### config.mk
export PLATFORM = sky130hd
export DESIGN_NAME = input_steering
export DESIGN_NICKNAME = d
export VERILOG_FILES = /design/src/verilog/steer_pkg.sv /design/src/verilog/input_steering.sv /design/src/verilog/sample_fifo.sv
export SDC_FILE = /design/constraint.sdc
export NUM_CORES = 1
export LEC_CHECK = 0
export ABC_AREA = 0
export BUFFER_PORTS_ARGS = -buffer_cell sky130_fd_sc_hd__buf_2
export CORE_MARGIN = 8
export CORE_UTILIZATION = 52
export DETAILED_ROUTE_END_ITERATION = 10
export PLACE_DENSITY_LB_ADDON = 0.05
export SLEW_MARGIN = 20
export SYNTH_ARGS = -nofsm -noshare
export SYNTH_HDL_FRONTEND = slang
export SYNTH_SLANG_ARGS = --single-unit
### constraint.sdc
create_clock -name clock -period 2.2 [get_ports clock]
set_input_delay 0.22 -clock clock [delete_from_list [all_inputs] [get_ports clock]]
set_output_delay 0.22 -clock clock [all_outputs]
set_load 0.005 [all_outputs]
### src/verilog/steer_pkg.sv
// Package of constants for the dual-channel input steering block
package steer_pkg;
   // ***************************************************************
   // Widths
   // ***************************************************************
   localparam int unsigned DATA_W       = 16;        // Input bus width
   localparam int unsigned FIFO_DEPTH   = 4;         // Words in the input FIFO
   localparam int unsigned ADDR_W       = 6;         // Register address width
   // ***************************************************************
   // Register offsets
   // ***************************************************************
   localparam logic [5:0]  OFS_PORT_CFG  = 6'h08;    // Serial port mode
   localparam logic [5:0]  OFS_INPUT_CFG = 6'h01;    // Input format
   localparam logic [5:0]  OFS_SYNC_CFG  = 6'h02;    // Sync targets
   localparam logic [5:0]  OFS_CLK_CFG   = 6'h03;    // Clock mode
   localparam logic [5:0]  OFS_STATUS    = 6'h04;    // Block state
   // ***************************************************************
   // Field positions
   // ***************************************************************
   localparam int unsigned BIT_FOUR_PIN    = 1;      // 1 = four-pin port
   localparam int unsigned BIT_INTERLEAVE  = 0;      // Interleaved input mode
   localparam int unsigned BIT_MARKER_SEL  = 1;      // Marker-based steering
   localparam int unsigned BIT_REVERSE     = 2;      // Reverse bus bit order
   localparam int unsigned BIT_OFFSET_BIN  = 3;      // Invert MSB (two's compl)
   localparam int unsigned BIT_PLL_MODE    = 0;      // 1 = PLL clock mode
   localparam int unsigned BIT_LOCK_CLKOUT = 1;      // Show clock on lock pin
   // ***************************************************************
   // Reset values
   // ***************************************************************
   localparam logic [7:0]  RST_PORT_CFG  = 8'h00;    // Three-pin mode
   localparam logic [7:0]  RST_INPUT_CFG = 8'h00;
   localparam logic [7:0]  RST_SYNC_CFG  = 8'h0F;    // All sync targets
   localparam logic [7:0]  RST_CLK_CFG   = 8'h01;    // PLL mode
   // ***************************************************************
   // Counts
   // ***************************************************************
   localparam logic [3:0]  LOCK_CYCLES   = 4'hF;     // Cycles to declare lock
   // Steering state
   typedef enum logic [0:0] {
      EXPECT_A = 1'b0,
      EXPECT_B = 1'b1
   } steer_state_t;
endpackage
### src/verilog/input_steering.sv
// Dual-channel input gating, steering and control pins
//
// Overview of operation
// - Samples pass only while transmit gate high
// - Gate low forces datapath zero, ignores inputs
// - Edge-alternation: A first after rising gate
// - Marker mode: marker high routes to B
// - Chip reset low resets all but the sleep logic
// - Sleep powers down without any clock
// - Sync strobe initialises selected sub-blocks
// - PLL mode: lock pin shows lock or clock
// - External mode: lock pin shows data clock
// - True output full scale at all ones
// - Select low enables a port transaction
// - Three-pin default; data pin bidirectional
// - Serial output driven only in four-pin mode
// - Bus bit order reversible by register
//
// Our own choices: strobed register access and the placing of the registers.
`timescale 1ns/1ns
module input_steering
   import steer_pkg::*;
(
   input  wire logic              clock,
   input  wire logic              nrst,
   input  wire logic              chip_reset_n,
   input  wire logic              sleep,
   input  wire logic              transmit_gate,
   input  wire logic              sample_marker,
   input  wire logic [DATA_W-1:0] a_channel_input,
   input  wire logic [DATA_W-1:0] b_channel_input,
   input  wire logic              phase_sync_strobe,
   input  wire logic              pll_locked_in,
   input  wire logic              config_select_n,
   input  wire logic              config_data_in,
   input  wire logic [ADDR_W-1:0] reg_addr,
   input  wire logic [7:0]        reg_wdata,
   input  wire logic              reg_write,
   input  wire logic              reg_read,
   input  wire logic              sink_ready,
   output logic      [7:0]        reg_rdata,
   output logic      [DATA_W-1:0] a_true_code,
   output logic      [DATA_W-1:0] a_comp_code,
   output logic      [DATA_W-1:0] b_true_code,
   output logic      [DATA_W-1:0] b_comp_code,
   output logic                   sample_strobe,
   output logic                   lock_indicator,
   output logic                   powered_down,
   output logic      [3:0]        sync_init,
   output logic                   config_data_oe,
   output logic                   config_data_out,
   output logic                   config_data_out_oe,
   output logic                   input_stall
);
   // ***************************************************************
   // Bit-order helper
   // ***************************************************************
   // Reverses a bus when asked
   function automatic logic [DATA_W-1:0] order_bus(input logic [DATA_W-1:0] d, input logic rev);
      logic [DATA_W-1:0] r;
      r = '0;
      for (int i = 0; i < DATA_W; i++) begin
         r[i] = d[DATA_W-1-i];
      end
      return rev ? r : d;
   endfunction

   // ***************************************************************
   // Reset and sleep
   // ***************************************************************
   logic rst_all;                          // Combined reset, active high
   logic sleep_q1_reg;                     // Sleep synchroniser stage 1
   logic sleep_q2_reg;                     // Sleep synchroniser stage 2
   assign rst_all = !nrst || !chip_reset_n;

   // Sleep is resolved through two flops for the clocked logic
   always_ff @(posedge clock) begin
      sleep_q1_reg <= sleep;
      sleep_q2_reg <= sleep_q1_reg;
   end

   // ***************************************************************
   // Configuration registers
   // ***************************************************************
   logic [7:0] port_cfg_reg;               // Serial port mode
   logic [7:0] input_cfg_reg;              // Input format
   logic [7:0] sync_cfg_reg;               // Sync targets
   logic [7:0] clk_cfg_reg;                // Clock mode
   logic [7:0] status_word;                // Live status for readback

   // Register writes
   always_ff @(posedge clock) begin
      if (rst_all) begin
         port_cfg_reg  <= RST_PORT_CFG;
         input_cfg_reg <= RST_INPUT_CFG;
         sync_cfg_reg  <= RST_SYNC_CFG;
         clk_cfg_reg   <= RST_CLK_CFG;
      end else if (reg_write) begin
         unique case (reg_addr)
            OFS_PORT_CFG:  port_cfg_reg  <= reg_wdata;
            OFS_INPUT_CFG: input_cfg_reg <= reg_wdata;
            OFS_SYNC_CFG:  sync_cfg_reg  <= reg_wdata;
            OFS_CLK_CFG:   clk_cfg_reg   <= reg_wdata;
            default: ;
         endcase
      end
   end

   // Register reads, data the cycle after the strobe
   always_ff @(posedge clock) begin
      if (rst_all) begin
         reg_rdata <= 8'h00;
      end else if (reg_read) begin
         unique case (reg_addr)
            OFS_PORT_CFG:  reg_rdata <= port_cfg_reg;
            OFS_INPUT_CFG: reg_rdata <= input_cfg_reg;
            OFS_SYNC_CFG:  reg_rdata <= sync_cfg_reg;
            OFS_CLK_CFG:   reg_rdata <= clk_cfg_reg;
            OFS_STATUS:    reg_rdata <= status_word;
            default:       reg_rdata <= 8'h00;
         endcase
      end else begin
         reg_rdata <= 8'h00;
      end
   end

   logic interleave;                       // Interleaved input mode
   logic marker_sel;                       // Marker-based steering
   logic reverse;                          // Bit-order reversal
   logic offset_bin;                       // Two's complement input
   logic pll_mode;                         // PLL clock mode
   assign interleave = input_cfg_reg[BIT_INTERLEAVE];
   assign marker_sel = input_cfg_reg[BIT_MARKER_SEL];
   assign reverse    = input_cfg_reg[BIT_REVERSE];
   assign offset_bin = input_cfg_reg[BIT_OFFSET_BIN];
   assign pll_mode   = clk_cfg_reg[BIT_PLL_MODE];

   // ***************************************************************
   // Input capture
   // ***************************************************************
   logic [DATA_W-1:0] a_in_reg;            // Captured A bus
   logic [DATA_W-1:0] b_in_reg;            // Captured B bus
   logic              gate_reg;            // Gate with this sample
   logic              gate_prev_reg;       // Gate one sample earlier
   logic              marker_reg;          // Marker with this sample

   // Gate, marker and data share one edge
   always_ff @(posedge clock) begin
      if (rst_all) begin
         a_in_reg      <= '0;
         b_in_reg      <= '0;
         gate_reg      <= 1'b0;
         gate_prev_reg <= 1'b0;
         marker_reg    <= 1'b0;
      end else if (!input_stall) begin
         a_in_reg      <= order_bus(a_channel_input, reverse);
         b_in_reg      <= order_bus(b_channel_input, reverse);
         gate_reg      <= transmit_gate;
         gate_prev_reg <= gate_reg;
         marker_reg    <= sample_marker;
      end
   end

   // ***************************************************************
   // Channel steering
   // ***************************************************************
   steer_state_t      steer_reg;           // Next channel to fill
   steer_state_t      steer_next;
   logic [DATA_W-1:0] hold_a_reg;          // A half of an interleaved pair
   logic              to_b;                // Current sample is a B sample
   logic              pair_done;           // Pair complete this cycle
   logic              gate_rise;           // First gated sample

   assign gate_rise = gate_reg && !gate_prev_reg;
   // Choose destination channel
   always_comb begin
      if (marker_sel) begin
         to_b = marker_reg;
      end else begin
         to_b = gate_rise ? 1'b0 : (steer_reg == EXPECT_B);
      end
      steer_next = to_b ? EXPECT_A : EXPECT_B;
      pair_done  = gate_reg && (!interleave || to_b);
   end

   // Steering state update
   always_ff @(posedge clock) begin
      if (rst_all) begin
         steer_reg <= EXPECT_A;
      end else if (!gate_reg) begin
         steer_reg <= EXPECT_A;
      end else if (interleave && !input_stall) begin
         steer_reg <= steer_next;
      end
   end

   // Hold the A sample awaiting its B partner
   always_ff @(posedge clock) begin
      if (rst_all || !gate_reg) begin
         hold_a_reg <= '0;
      end else if (interleave && !to_b && !input_stall) begin
         hold_a_reg <= a_in_reg;
      end
   end

   // ***************************************************************
   // Input FIFO
   // ***************************************************************
   logic [2*DATA_W-1:0] fifo_in;           // A and B words
   logic [2*DATA_W-1:0] fifo_out;
   logic                fifo_in_valid;
   logic                fifo_in_ready;
   logic                fifo_out_valid;
   logic                fifo_flush;        // Clear on sync when selected or gate low

   assign fifo_in       = interleave ? {hold_a_reg, a_in_reg} : {a_in_reg, b_in_reg};
   assign fifo_in_valid = pair_done && !sleep_q2_reg;
   assign fifo_flush    = !gate_reg || (phase_sync_strobe && sync_cfg_reg[3]);

   sample_fifo #(
      .WIDTH (2 * DATA_W),
      .DEPTH (FIFO_DEPTH)
   ) u_fifo (
      .clock     (clock),
      .nrst      (!rst_all),
      .flush     (fifo_flush),
      .in_data   (fifo_in),
      .in_valid  (fifo_in_valid),
      .in_ready  (fifo_in_ready),
      .out_data  (fifo_out),
      .out_valid (fifo_out_valid),
      .out_ready (sink_ready)
   );

   // Stall capture while the FIFO is full and the sink is not ready
   always_ff @(posedge clock) begin
      if (rst_all) begin
         input_stall <= 1'b0;
      end else begin
         input_stall <= !fifo_in_ready && !sink_ready;
      end
   end

   // ***************************************************************
   // Output codes
   // ***************************************************************
   logic [DATA_W-1:0] a_code;              // Unsigned A code
   logic [DATA_W-1:0] b_code;              // Unsigned B code
   logic [DATA_W-1:0] msb_flip;            // MSB inversion mask
   assign msb_flip = {offset_bin, {(DATA_W-1){1'b0}}};
   assign a_code   = fifo_out[2*DATA_W-1:DATA_W] ^ msb_flip;
   assign b_code   = fifo_out[DATA_W-1:0] ^ msb_flip;

   // True and complementary codes
   always_ff @(posedge clock) begin
      if (rst_all || !gate_reg || sleep_q2_reg) begin
         a_true_code   <= '0;
         a_comp_code   <= '0;
         b_true_code   <= '0;
         b_comp_code   <= '0;
         sample_strobe <= 1'b0;
      end else if (fifo_out_valid && sink_ready) begin
         a_true_code   <= a_code;
         a_comp_code   <= ~a_code;
         b_true_code   <= b_code;
         b_comp_code   <= ~b_code;
         sample_strobe <= 1'b1;
      end else begin
         sample_strobe <= 1'b0;
      end
   end

   // ***************************************************************
   // Phase sync, clock divider and lock indicator
   // ***************************************************************
   logic       div_reg;                    // Data-rate clock divider
   logic [3:0] lock_cnt_reg;               // Lock qualification count
   logic       locked;

   // Sync pulse to the selected targets
   always_ff @(posedge clock) begin
      if (rst_all) begin
         sync_init <= 4'h0;
      end else begin
         sync_init <= phase_sync_strobe ? sync_cfg_reg[3:0] : 4'h0;
      end
   end

   // Divider, restarted by sync when selected
   always_ff @(posedge clock) begin
      if (rst_all || (phase_sync_strobe && sync_cfg_reg[2])) begin
         div_reg <= 1'b0;
      end else begin
         div_reg <= !div_reg;
      end
   end

   // Lock must hold for a while before shown
   always_ff @(posedge clock) begin
      if (rst_all || !pll_locked_in) begin
         lock_cnt_reg <= 4'h0;
      end else if (!locked) begin
         lock_cnt_reg <= lock_cnt_reg + 4'h1;
      end
   end
   assign locked = (lock_cnt_reg == LOCK_CYCLES);

   // Lock pin source select
   always_ff @(posedge clock) begin
      if (rst_all) begin
         lock_indicator <= 1'b0;
      end else if (!pll_mode) begin
         lock_indicator <= div_reg;
      end else if (clk_cfg_reg[BIT_LOCK_CLKOUT]) begin
         lock_indicator <= div_reg;
      end else begin
         lock_indicator <= locked;
      end
   end

   // Sleep state sets with the pin with no clock needed, clears on a clock
   always_ff @(posedge clock or posedge sleep) begin
      if (sleep) begin
         powered_down <= 1'b1;
      end else begin
         powered_down <= 1'b0;
      end
   end

   // ***************************************************************
   // Serial port pin modes
   // ***************************************************************
   logic four_pin;                          // Four-pin port mode
   logic rd_bit_reg;                        // Shifted read bit
   assign four_pin = port_cfg_reg[BIT_FOUR_PIN];

   // Read bit is status bit 0 XOR the data pin while selected
   always_ff @(posedge clock) begin
      if (rst_all || config_select_n) begin
         rd_bit_reg <= 1'b0;
      end else begin
         rd_bit_reg <= status_word[0] ^ config_data_in;
      end
   end

   // Drivers and enables of the port pins
   always_ff @(posedge clock) begin
      if (rst_all) begin
         config_data_oe     <= 1'b0;
         config_data_out    <= 1'b0;
         config_data_out_oe <= 1'b0;
      end else begin
         config_data_oe     <= !four_pin && !config_select_n;
         config_data_out    <= rd_bit_reg;
         config_data_out_oe <= four_pin && !config_select_n;
      end
   end

   assign status_word = {3'h0, powered_down, input_stall, fifo_out_valid, steer_reg == EXPECT_B, locked};
endmodule

### src/verilog/sample_fifo.sv
// Small valid/ready FIFO of flip-flops
`timescale 1ns/1ns
module sample_fifo #(
   parameter int unsigned WIDTH = 33,
   parameter int unsigned DEPTH = 4
) (
   input  wire logic             clock,
   input  wire logic             nrst,
   input  wire logic             flush,
   input  wire logic [WIDTH-1:0] in_data,
   input  wire logic             in_valid,
   output logic                  in_ready,
   output logic      [WIDTH-1:0] out_data,
   output logic                  out_valid,
   input  wire logic             out_ready
);
   localparam int unsigned PW = $clog2(DEPTH);
   // ***************************************************************
   // Storage and pointers
   // ***************************************************************
   logic [WIDTH-1:0] mem_reg [DEPTH];    // Word store
   logic [PW-1:0]    wr_ptr_reg;         // Write index
   logic [PW-1:0]    rd_ptr_reg;         // Read index
   logic [PW:0]      count_reg;          // Words held
   logic             push;
   logic             pop;
   assign in_ready  = (count_reg != (PW+1)'(DEPTH));
   assign out_valid = (count_reg != '0);
   assign out_data  = mem_reg[rd_ptr_reg];
   assign push      = in_valid && in_ready;
   assign pop       = out_valid && out_ready;
   // Write side
   always_ff @(posedge clock) begin
      if (push) begin
         mem_reg[wr_ptr_reg] <= in_data;
      end
   end
   // Pointers and count
   always_ff @(posedge clock) begin
      if (!nrst || flush) begin
         wr_ptr_reg <= '0;
         rd_ptr_reg <= '0;
         count_reg  <= '0;
      end else begin
         if (push) begin
            wr_ptr_reg <= (wr_ptr_reg == PW'(DEPTH - 1)) ? '0 : wr_ptr_reg + 1'b1;
         end
         if (pop) begin
            rd_ptr_reg <= (rd_ptr_reg == PW'(DEPTH - 1)) ? '0 : rd_ptr_reg + 1'b1;
         end
         count_reg <= count_reg + (PW+1)'(push) - (PW+1)'(pop);
      end
   end
endmodule

# After elaboration in Yosys (flattened, before gate mapping)
# Memory sizes are Yosys's and may differ from the RTL's. A register that Yosys moved wholly into a read port is not among the register bits.
# Cells that the tools add are included.
[totals] out_inout_bits=83 ramBits=128 wordCells=115 ff_bits=182 memories=1 input_bits=59
[op_classes] reduce_logical=44 bitwise_logic=8 n_eq_ne=9 addsub=5 mux=16
[memory_table] memory="u_fifo.mem_reg" depth=4 word_bits=32 rd=1 rd_clocked_by_memory_dff=1 write_ports=1 line="sample_fifo.sv:21" rtl="logic [WIDTH-1:0] mem_reg [DEPTH];"
[op_table] op="case mux 8 bit (5 select lines)" n=1
[op_table] op="two-way mux 16 bit" n=2
[op_table] op="two-way mux 32 bit" n=1
[op_table] op="inverter 16 bit" n=2
[op_table] op="bitwise XOR 16 bit" n=2
[op_table] op="logical NOT 1 bit" n=14
[op_table] op="logical AND 1 bit" n=13
[op_table] op="== test 6 x 2 -> 1 bit (second input constant)" n=2
[op_table] op="logical OR 1 bit" n=9
[op_table] op="two-way mux 1 bit" n=8
[op_table] op="two-way mux 2 bit" n=4
[op_table] op="AND reduction 2 bit" n=4
[op_table] op="== test 6 x 1 -> 1 bit (second input constant)" n=1
[op_table] op="== test 6 x 3 -> 1 bit (second input constant)" n=1
[op_table] op="== test 6 x 4 -> 1 bit (second input constant)" n=1
[op_table] op="OR reduction 2 bit" n=3
[op_table] op="adder 2 x 1 -> 2 bit (second input constant)" n=2
[op_table] op="adder 4 x 1 -> 4 bit (second input constant)" n=1
[op_table] op="== test 2 bit (second input constant)" n=2
[op_table] op="== test 4 bit (second input constant)" n=1
[op_table] op="adder 3 x 1 -> 3 bit" n=1
[op_table] op="!= test 3 bit (second input constant)" n=1
[op_table] op="inverter 1 bit" n=3
[op_table] op="nonzero test 3 bit" n=1
[op_table] op="2 further kinds" n=2

# Logic depth before layout (Yosys ltp)
[depth] word_depth=10 ltp_mapped=12 ltp_nobuf=10

# By module
# Synthesis repeated with hierarchy kept, for this count alone.
[hier_totals] cells_unflattened=1003 hier_area_um2=12029.0
[by_module_without_submodules] mod="input_steering" n_inst=1 cells_each=785 area_per_inst_um2=6907.9
[by_module_without_submodules] mod="sample_fifo" n_inst=1 cells_each=218 area_per_inst_um2=5121.2

# Worst setup path before layout
# OpenSTA, ideal clock, no wires.
[synth_timing] path_kind="flip-flop to flip-flop" start="register u_fifo.count_reg[1]" end="register u_fifo.count_reg[2]" path_buffers=2 arrival_ns=2.318 path_slack_ns=-0.237 stages_incl_launch_ff=13 period_less_slack_ns=2.437 t_required_ns=2.081 path_cell_list="dfxtp_1 o31ai_1 inv_1 clkbuf_1 buf_1 ha_1 inv_1 ha_1 inv_1 fa_1 xor2_1 xnor2_1 nor2_1"
[synth_rtl] item="from (decl)" line="sample_fifo.sv:24" rtl="logic [PW:0] count_reg;"
[synth_rtl] item="from (signal assigned)" line="sample_fifo.sv:51" rtl="count_reg <= count_reg + (PW+1)'(push) - (PW+1)'(pop);"
[synth_rtl] item="nonzero test 3 bit" line="sample_fifo.sv:28" rtl="assign out_valid = (count_reg != '0);"
[synth_rtl] item="logical AND 1 bit" line="sample_fifo.sv:31" rtl="assign pop = out_valid && out_ready;"
[synth_rtl] item="net u_fifo.pop" line="sample_fifo.sv:26" rtl="logic pop;"
[synth_rtl] item="subtractor 3 x 1 -> 3 bit" line="sample_fifo.sv:51"
# The timed path passes the listed nets, and every way through them passes these cells.
# A chain may end at the register's enable or synchronous reset.

# Worst setup path in the final report
[layout_timing] start="register u_fifo.count_reg[2]" end="register u_fifo.count_reg[2]"
[layout_between] elab_chain_cells=4
[layout_lines] item="!= test 3 bit" line="sample_fifo.sv:27" rtl="assign in_ready = (count_reg != (PW+1)'(DEPTH));"
[layout_lines] item="logical AND 1 bit" line="sample_fifo.sv:30" rtl="assign push = in_valid && in_ready;"
[layout_lines] item="net u_fifo.push" line="sample_fifo.sv:25" rtl="logic push;"
[layout_lines] item="adder 3 x 1 -> 3 bit" line="sample_fifo.sv:51"
[layout_lines] item="subtractor 3 x 1 -> 3 bit" line="sample_fifo.sv:51"
# The timed path passes the listed nets, and every way through them passes these cells.

==> flow_metrics.py <==
metrics = {
    "status": {
        "status": "finished, final reports clean",
    },
    "sta": {
        "final_setup_violations": 0,
        "max_freq_mhz": 495,
        "fin_worst_hold_slack_ns": 0.0537,
        "slew_headroom": 0.509,
        "max_slew.worst_pin.slew_ns": 0.736,
        "unrepaired_setup_endpoints_after_global_routing": "false",
        "clock_skew_ns": 0.0108,
        "timing.final.hold_violations": 0,
        "final_max_slew_viols": 0,
        "finalSetupTns_ns": 0,
        "setup_ws_ns": 0.178,
        "fin_crit_sh": 0.919,
        "final_critical_delay_including_setup_and_external_delays_ns": 2.02,
    },
    "worst_setup_path": {
        "r2r_slack_ns": 0.18,
        "critPathKind": "register to register",
        "cp-endpoint": "u_fifo.count_reg[2]",
        "worst_r2r_startpoint": "u_fifo.count_reg[2]",
        "critPathMaxFanout": 5,
        "worstSetupEndpointType": "register",
        "path_depth_of_the_worst_reg2reg_path": 9,
        "cp-startpoint": "u_fifo.count_reg[2]",
        "cp.arrival_ns": 2.45,
        "worst-endpoint-required_ns": 2.63,
        "timing.rr.end": "u_fifo.count_reg[2]",
        "kind_of_launch_point_of_the_worst_setup_path": "register",
    },
    "clock_tree": {
        "cts-buffers-inserted": 31,
        "clk_latency_ns": 0.54,
        "cts.path.max_buffers": 3,
        "clk_pin_slew_worst_paths_ns": 0.06,
        "cts_root_buf": "sky130_fd_sc_hd__clkbuf_16",
        "numClockSinks": 312,
        "cts_tree": "done",
        "h-tree-depth": 1,
    },
    "yosys": {
        "yosys_most_used_dff": "sky130_fd_sc_hd__dfxtp_1",
        "synth.largest_area_cell": "sky130_fd_sc_hd__edfxtp_1",
        "yosys-top-cells-area": "sky130_fd_sc_hd__edfxtp_1 32%, sky130_fd_sc_hd__dfxtp_1 31%, sky130_fd_sc_hd__mux4_2 6.0%",
        "synth-warning-count": 0,
        "synth-edff-count": 128,
        "postSynthNetCount": 1067,
        "postSynthAreaPerCell_um2": 12.0,
        "async_flop_share": 0.00321,
        "synthDistinctLibCells": 47,
        "postSynthRegisterBits": 312,
        "post_synth_inst_count": 999,
        "seq_area_frac_synth": 0.629,
        "syn_area_um2": 12000,
        "yosysTopAreaCellShare": 0.321,
    },
    "finish": {
        "layout-area-overhead-vs-synth_pct": 19.0,
        "num-fill-cells": 1782,
        "commonest_cells_after_routing_fill_and_taps_aside": "179 x sky130_fd_sc_hd__dfxtp_1, 141 x sky130_fd_sc_hd__buf_2, 129 x sky130_fd_sc_hd__nor2_1, 128 x sky130_fd_sc_hd__edfxtp_1, 106 x sky130_fd_sc_hd__a21oi_1",
        "post-route-cell-area_um2": 14200,
        "multi_input_comb_area_um2": 4170,
        "antenna-diode-count": 0,
        "post_route_cells_drive_above_1_share": 0.255,
        "postLayoutCoreUtil": 0.629,
        "most_frequent_standard_cell_in_the_layout_excluding_fill_and_tap_cells": "sky130_fd_sc_hd__dfxtp_1",
        "regArea_um2": 7540,
        "largest_register_ff_count": 128,
        "finish.net_count": 1222,
    },
    "global_routing": {
        "antenna_found_initial": 0,
        "grt_total_usage": 0.180,
        "grt_pass1_vias": 7632,
        "globalRoute.totalOverflow": 0,
        "grt_start_max_net_pins": 71,
        "grt_pass1_wl_um": 41300,
    },
    "die": {
        "die_h_um": 168,
        "num_io_pins": 142,
        "initial_utilization": 0.529,
        "die_w_um": 168,
        "design.core.area_um2": 22600,
        "placement_rows": 55,
        "die_area_um2": 28100,
    },
    "routing": {
        "routed_vias": 7805,
        "route.final.wire_length_um": 25700,
        "drcViolationCount": 0,
        "dr.first_iter.drc_count": 615,
        "via_per_inst": 5.33,
        "postRouteAntennaNets": 0,
        "drtPass1Iterations": 7,
        "routed_wire_length_per_instance_um": 17.6,
    },
    "power_and_ir_drop": {
        "leakage_uw": 0.00509,
        "pwr_density_cell_nw_per_um2": 804,
        "ir_worst_vdd_v": 0.000391,
    },
    "run": {
        "max_cap_viol_count": 0,
    },
    "hold_path": {
        "worstHoldPathType": "input pin to register",
        "timing.hold.worst_path_depth": 5,
    },
    "placement": {
        "place_area_um2": 13100,
        "dp_hpwl_um": 17600,
        "port-buffer-count": 141,
        "place_ws_ns": -0.00119,
        "routability_congestion_estimate": 0.761,
    },
}
-- cells by family (layout without fill, tap and decap cells) --
family,count (synthesis),in the layout,synth area share
simple gates,349,349,0.134
flops,312,312,0.629
compound gates,130,130,0.0602
mux,116,116,0.134
buf+inv,76,255,0.0275
fa+ha+maj,9,9,0.0100
xor+xnor,6,6,0.00439
other cells,1,1,0.000313
-- worst min path at each step --
stage                       start            to
2_1_floorplan               sleep  powered_down
3_3_place_gp                sleep  powered_down
3_5_place_dp                sleep  powered_down
4_1_cts        a_channel_input[3]   a_in_reg[3]
5_1_grt        b_channel_input[2]   b_in_reg[2]
6_report       a_channel_input[3]   a_in_reg[3]
-- per-stage QoR --
step                power [uW]  std cells
finish                   11500       1463
global route             11800       1463
CTS                      11600       1462
detailed placement        6520       1387
global placement          6510       1387
floorplan                 6370        999
-- final cells by class --
| cell class | instances | share of cell area |
|---|---|---|
| clock inverter | 10 | 0.00501 |
| sequential | 312 | 0.529 |
| tap | 285 | 0.0250 |
| clock buffer | 47 | 0.0644 |
| timing repair buffer | 188 | 0.0810 |
| multi-input combinational | 611 | 0.293 |
| inverter | 10 | 0.00264 |
-- routing by layer --
layer / vias to the layer above / wire, um / global-route usage
met5: - / 0 / 0
met4: 0 / 457 / 0.0462
met3: 45 / 1520 / 0.0367
met2: 206 / 11400 / 0.276
met1: 3682 / 12400 / 0.256
li1: 3872 / - / -
-- what timing repair did --
action	CTS	global route
pin swaps	0	1
endpoints found under the hold margin	48	0
buffers inserted	0	1
setup endpoints to repair	1	1
resized for setup	1	1
hold buffers	18	0
-- power breakdown --
group | internal, uW | switching, uW
clock network | 2970 | 2070
logic | 142 | 187
registers | 6060 | 31.4
-- worst max-delay path, stage by stage, from the launching register on --
cell,delay (ns)
sky130_fd_sc_hd__dfxtp_1,0.42
sky130_fd_sc_hd__or3b_2,0.48
sky130_fd_sc_hd__nand2_1,0.14
sky130_fd_sc_hd__nor2_2,0.08
sky130_fd_sc_hd__ha_4,0.17
sky130_fd_sc_hd__inv_2,0.05
sky130_fd_sc_hd__fa_2,0.19
sky130_fd_sc_hd__xor2_1,0.19
sky130_fd_sc_hd__xnor2_1,0.13
sky130_fd_sc_hd__nor2_1,0.05
-- Yosys cell counts, types with 3 or more instances --
cell type	n
sky130_fd_sc_hd__and2_1	5
sky130_fd_sc_hd__edfxtp_1	128
sky130_fd_sc_hd__mux2_2	32
sky130_fd_sc_hd__o21ai_0	3
sky130_fd_sc_hd__inv_1	10
sky130_fd_sc_hd__dfxtp_1	183
sky130_fd_sc_hd__nand2_1	105
sky130_fd_sc_hd__buf_2	14
sky130_fd_sc_hd__xnor2_1	4
sky130_fd_sc_hd__clkbuf_1	40
sky130_fd_sc_hd__nor2_1	130
sky130_fd_sc_hd__a222oi_1	6
sky130_fd_sc_hd__a21oi_1	106
sky130_fd_sc_hd__mux2i_1	52
sky130_fd_sc_hd__ha_1	8
sky130_fd_sc_hd__buf_1	7
sky130_fd_sc_hd__mux4_2	32
sky130_fd_sc_hd__nor2b_1	3
sky130_fd_sc_hd__a211oi_1	3
sky130_fd_sc_hd__nand3_1	41
sky130_fd_sc_hd__buf_4	3
sky130_fd_sc_hd__nand2b_1	4
sky130_fd_sc_hd__and3_1	6
sky130_fd_sc_hd__a22oi_1	5
sky130_fd_sc_hd__nor3b_1	32
sky130_fd_sc_hd__nor3_1	9
(Power assumes the default switching activity.)
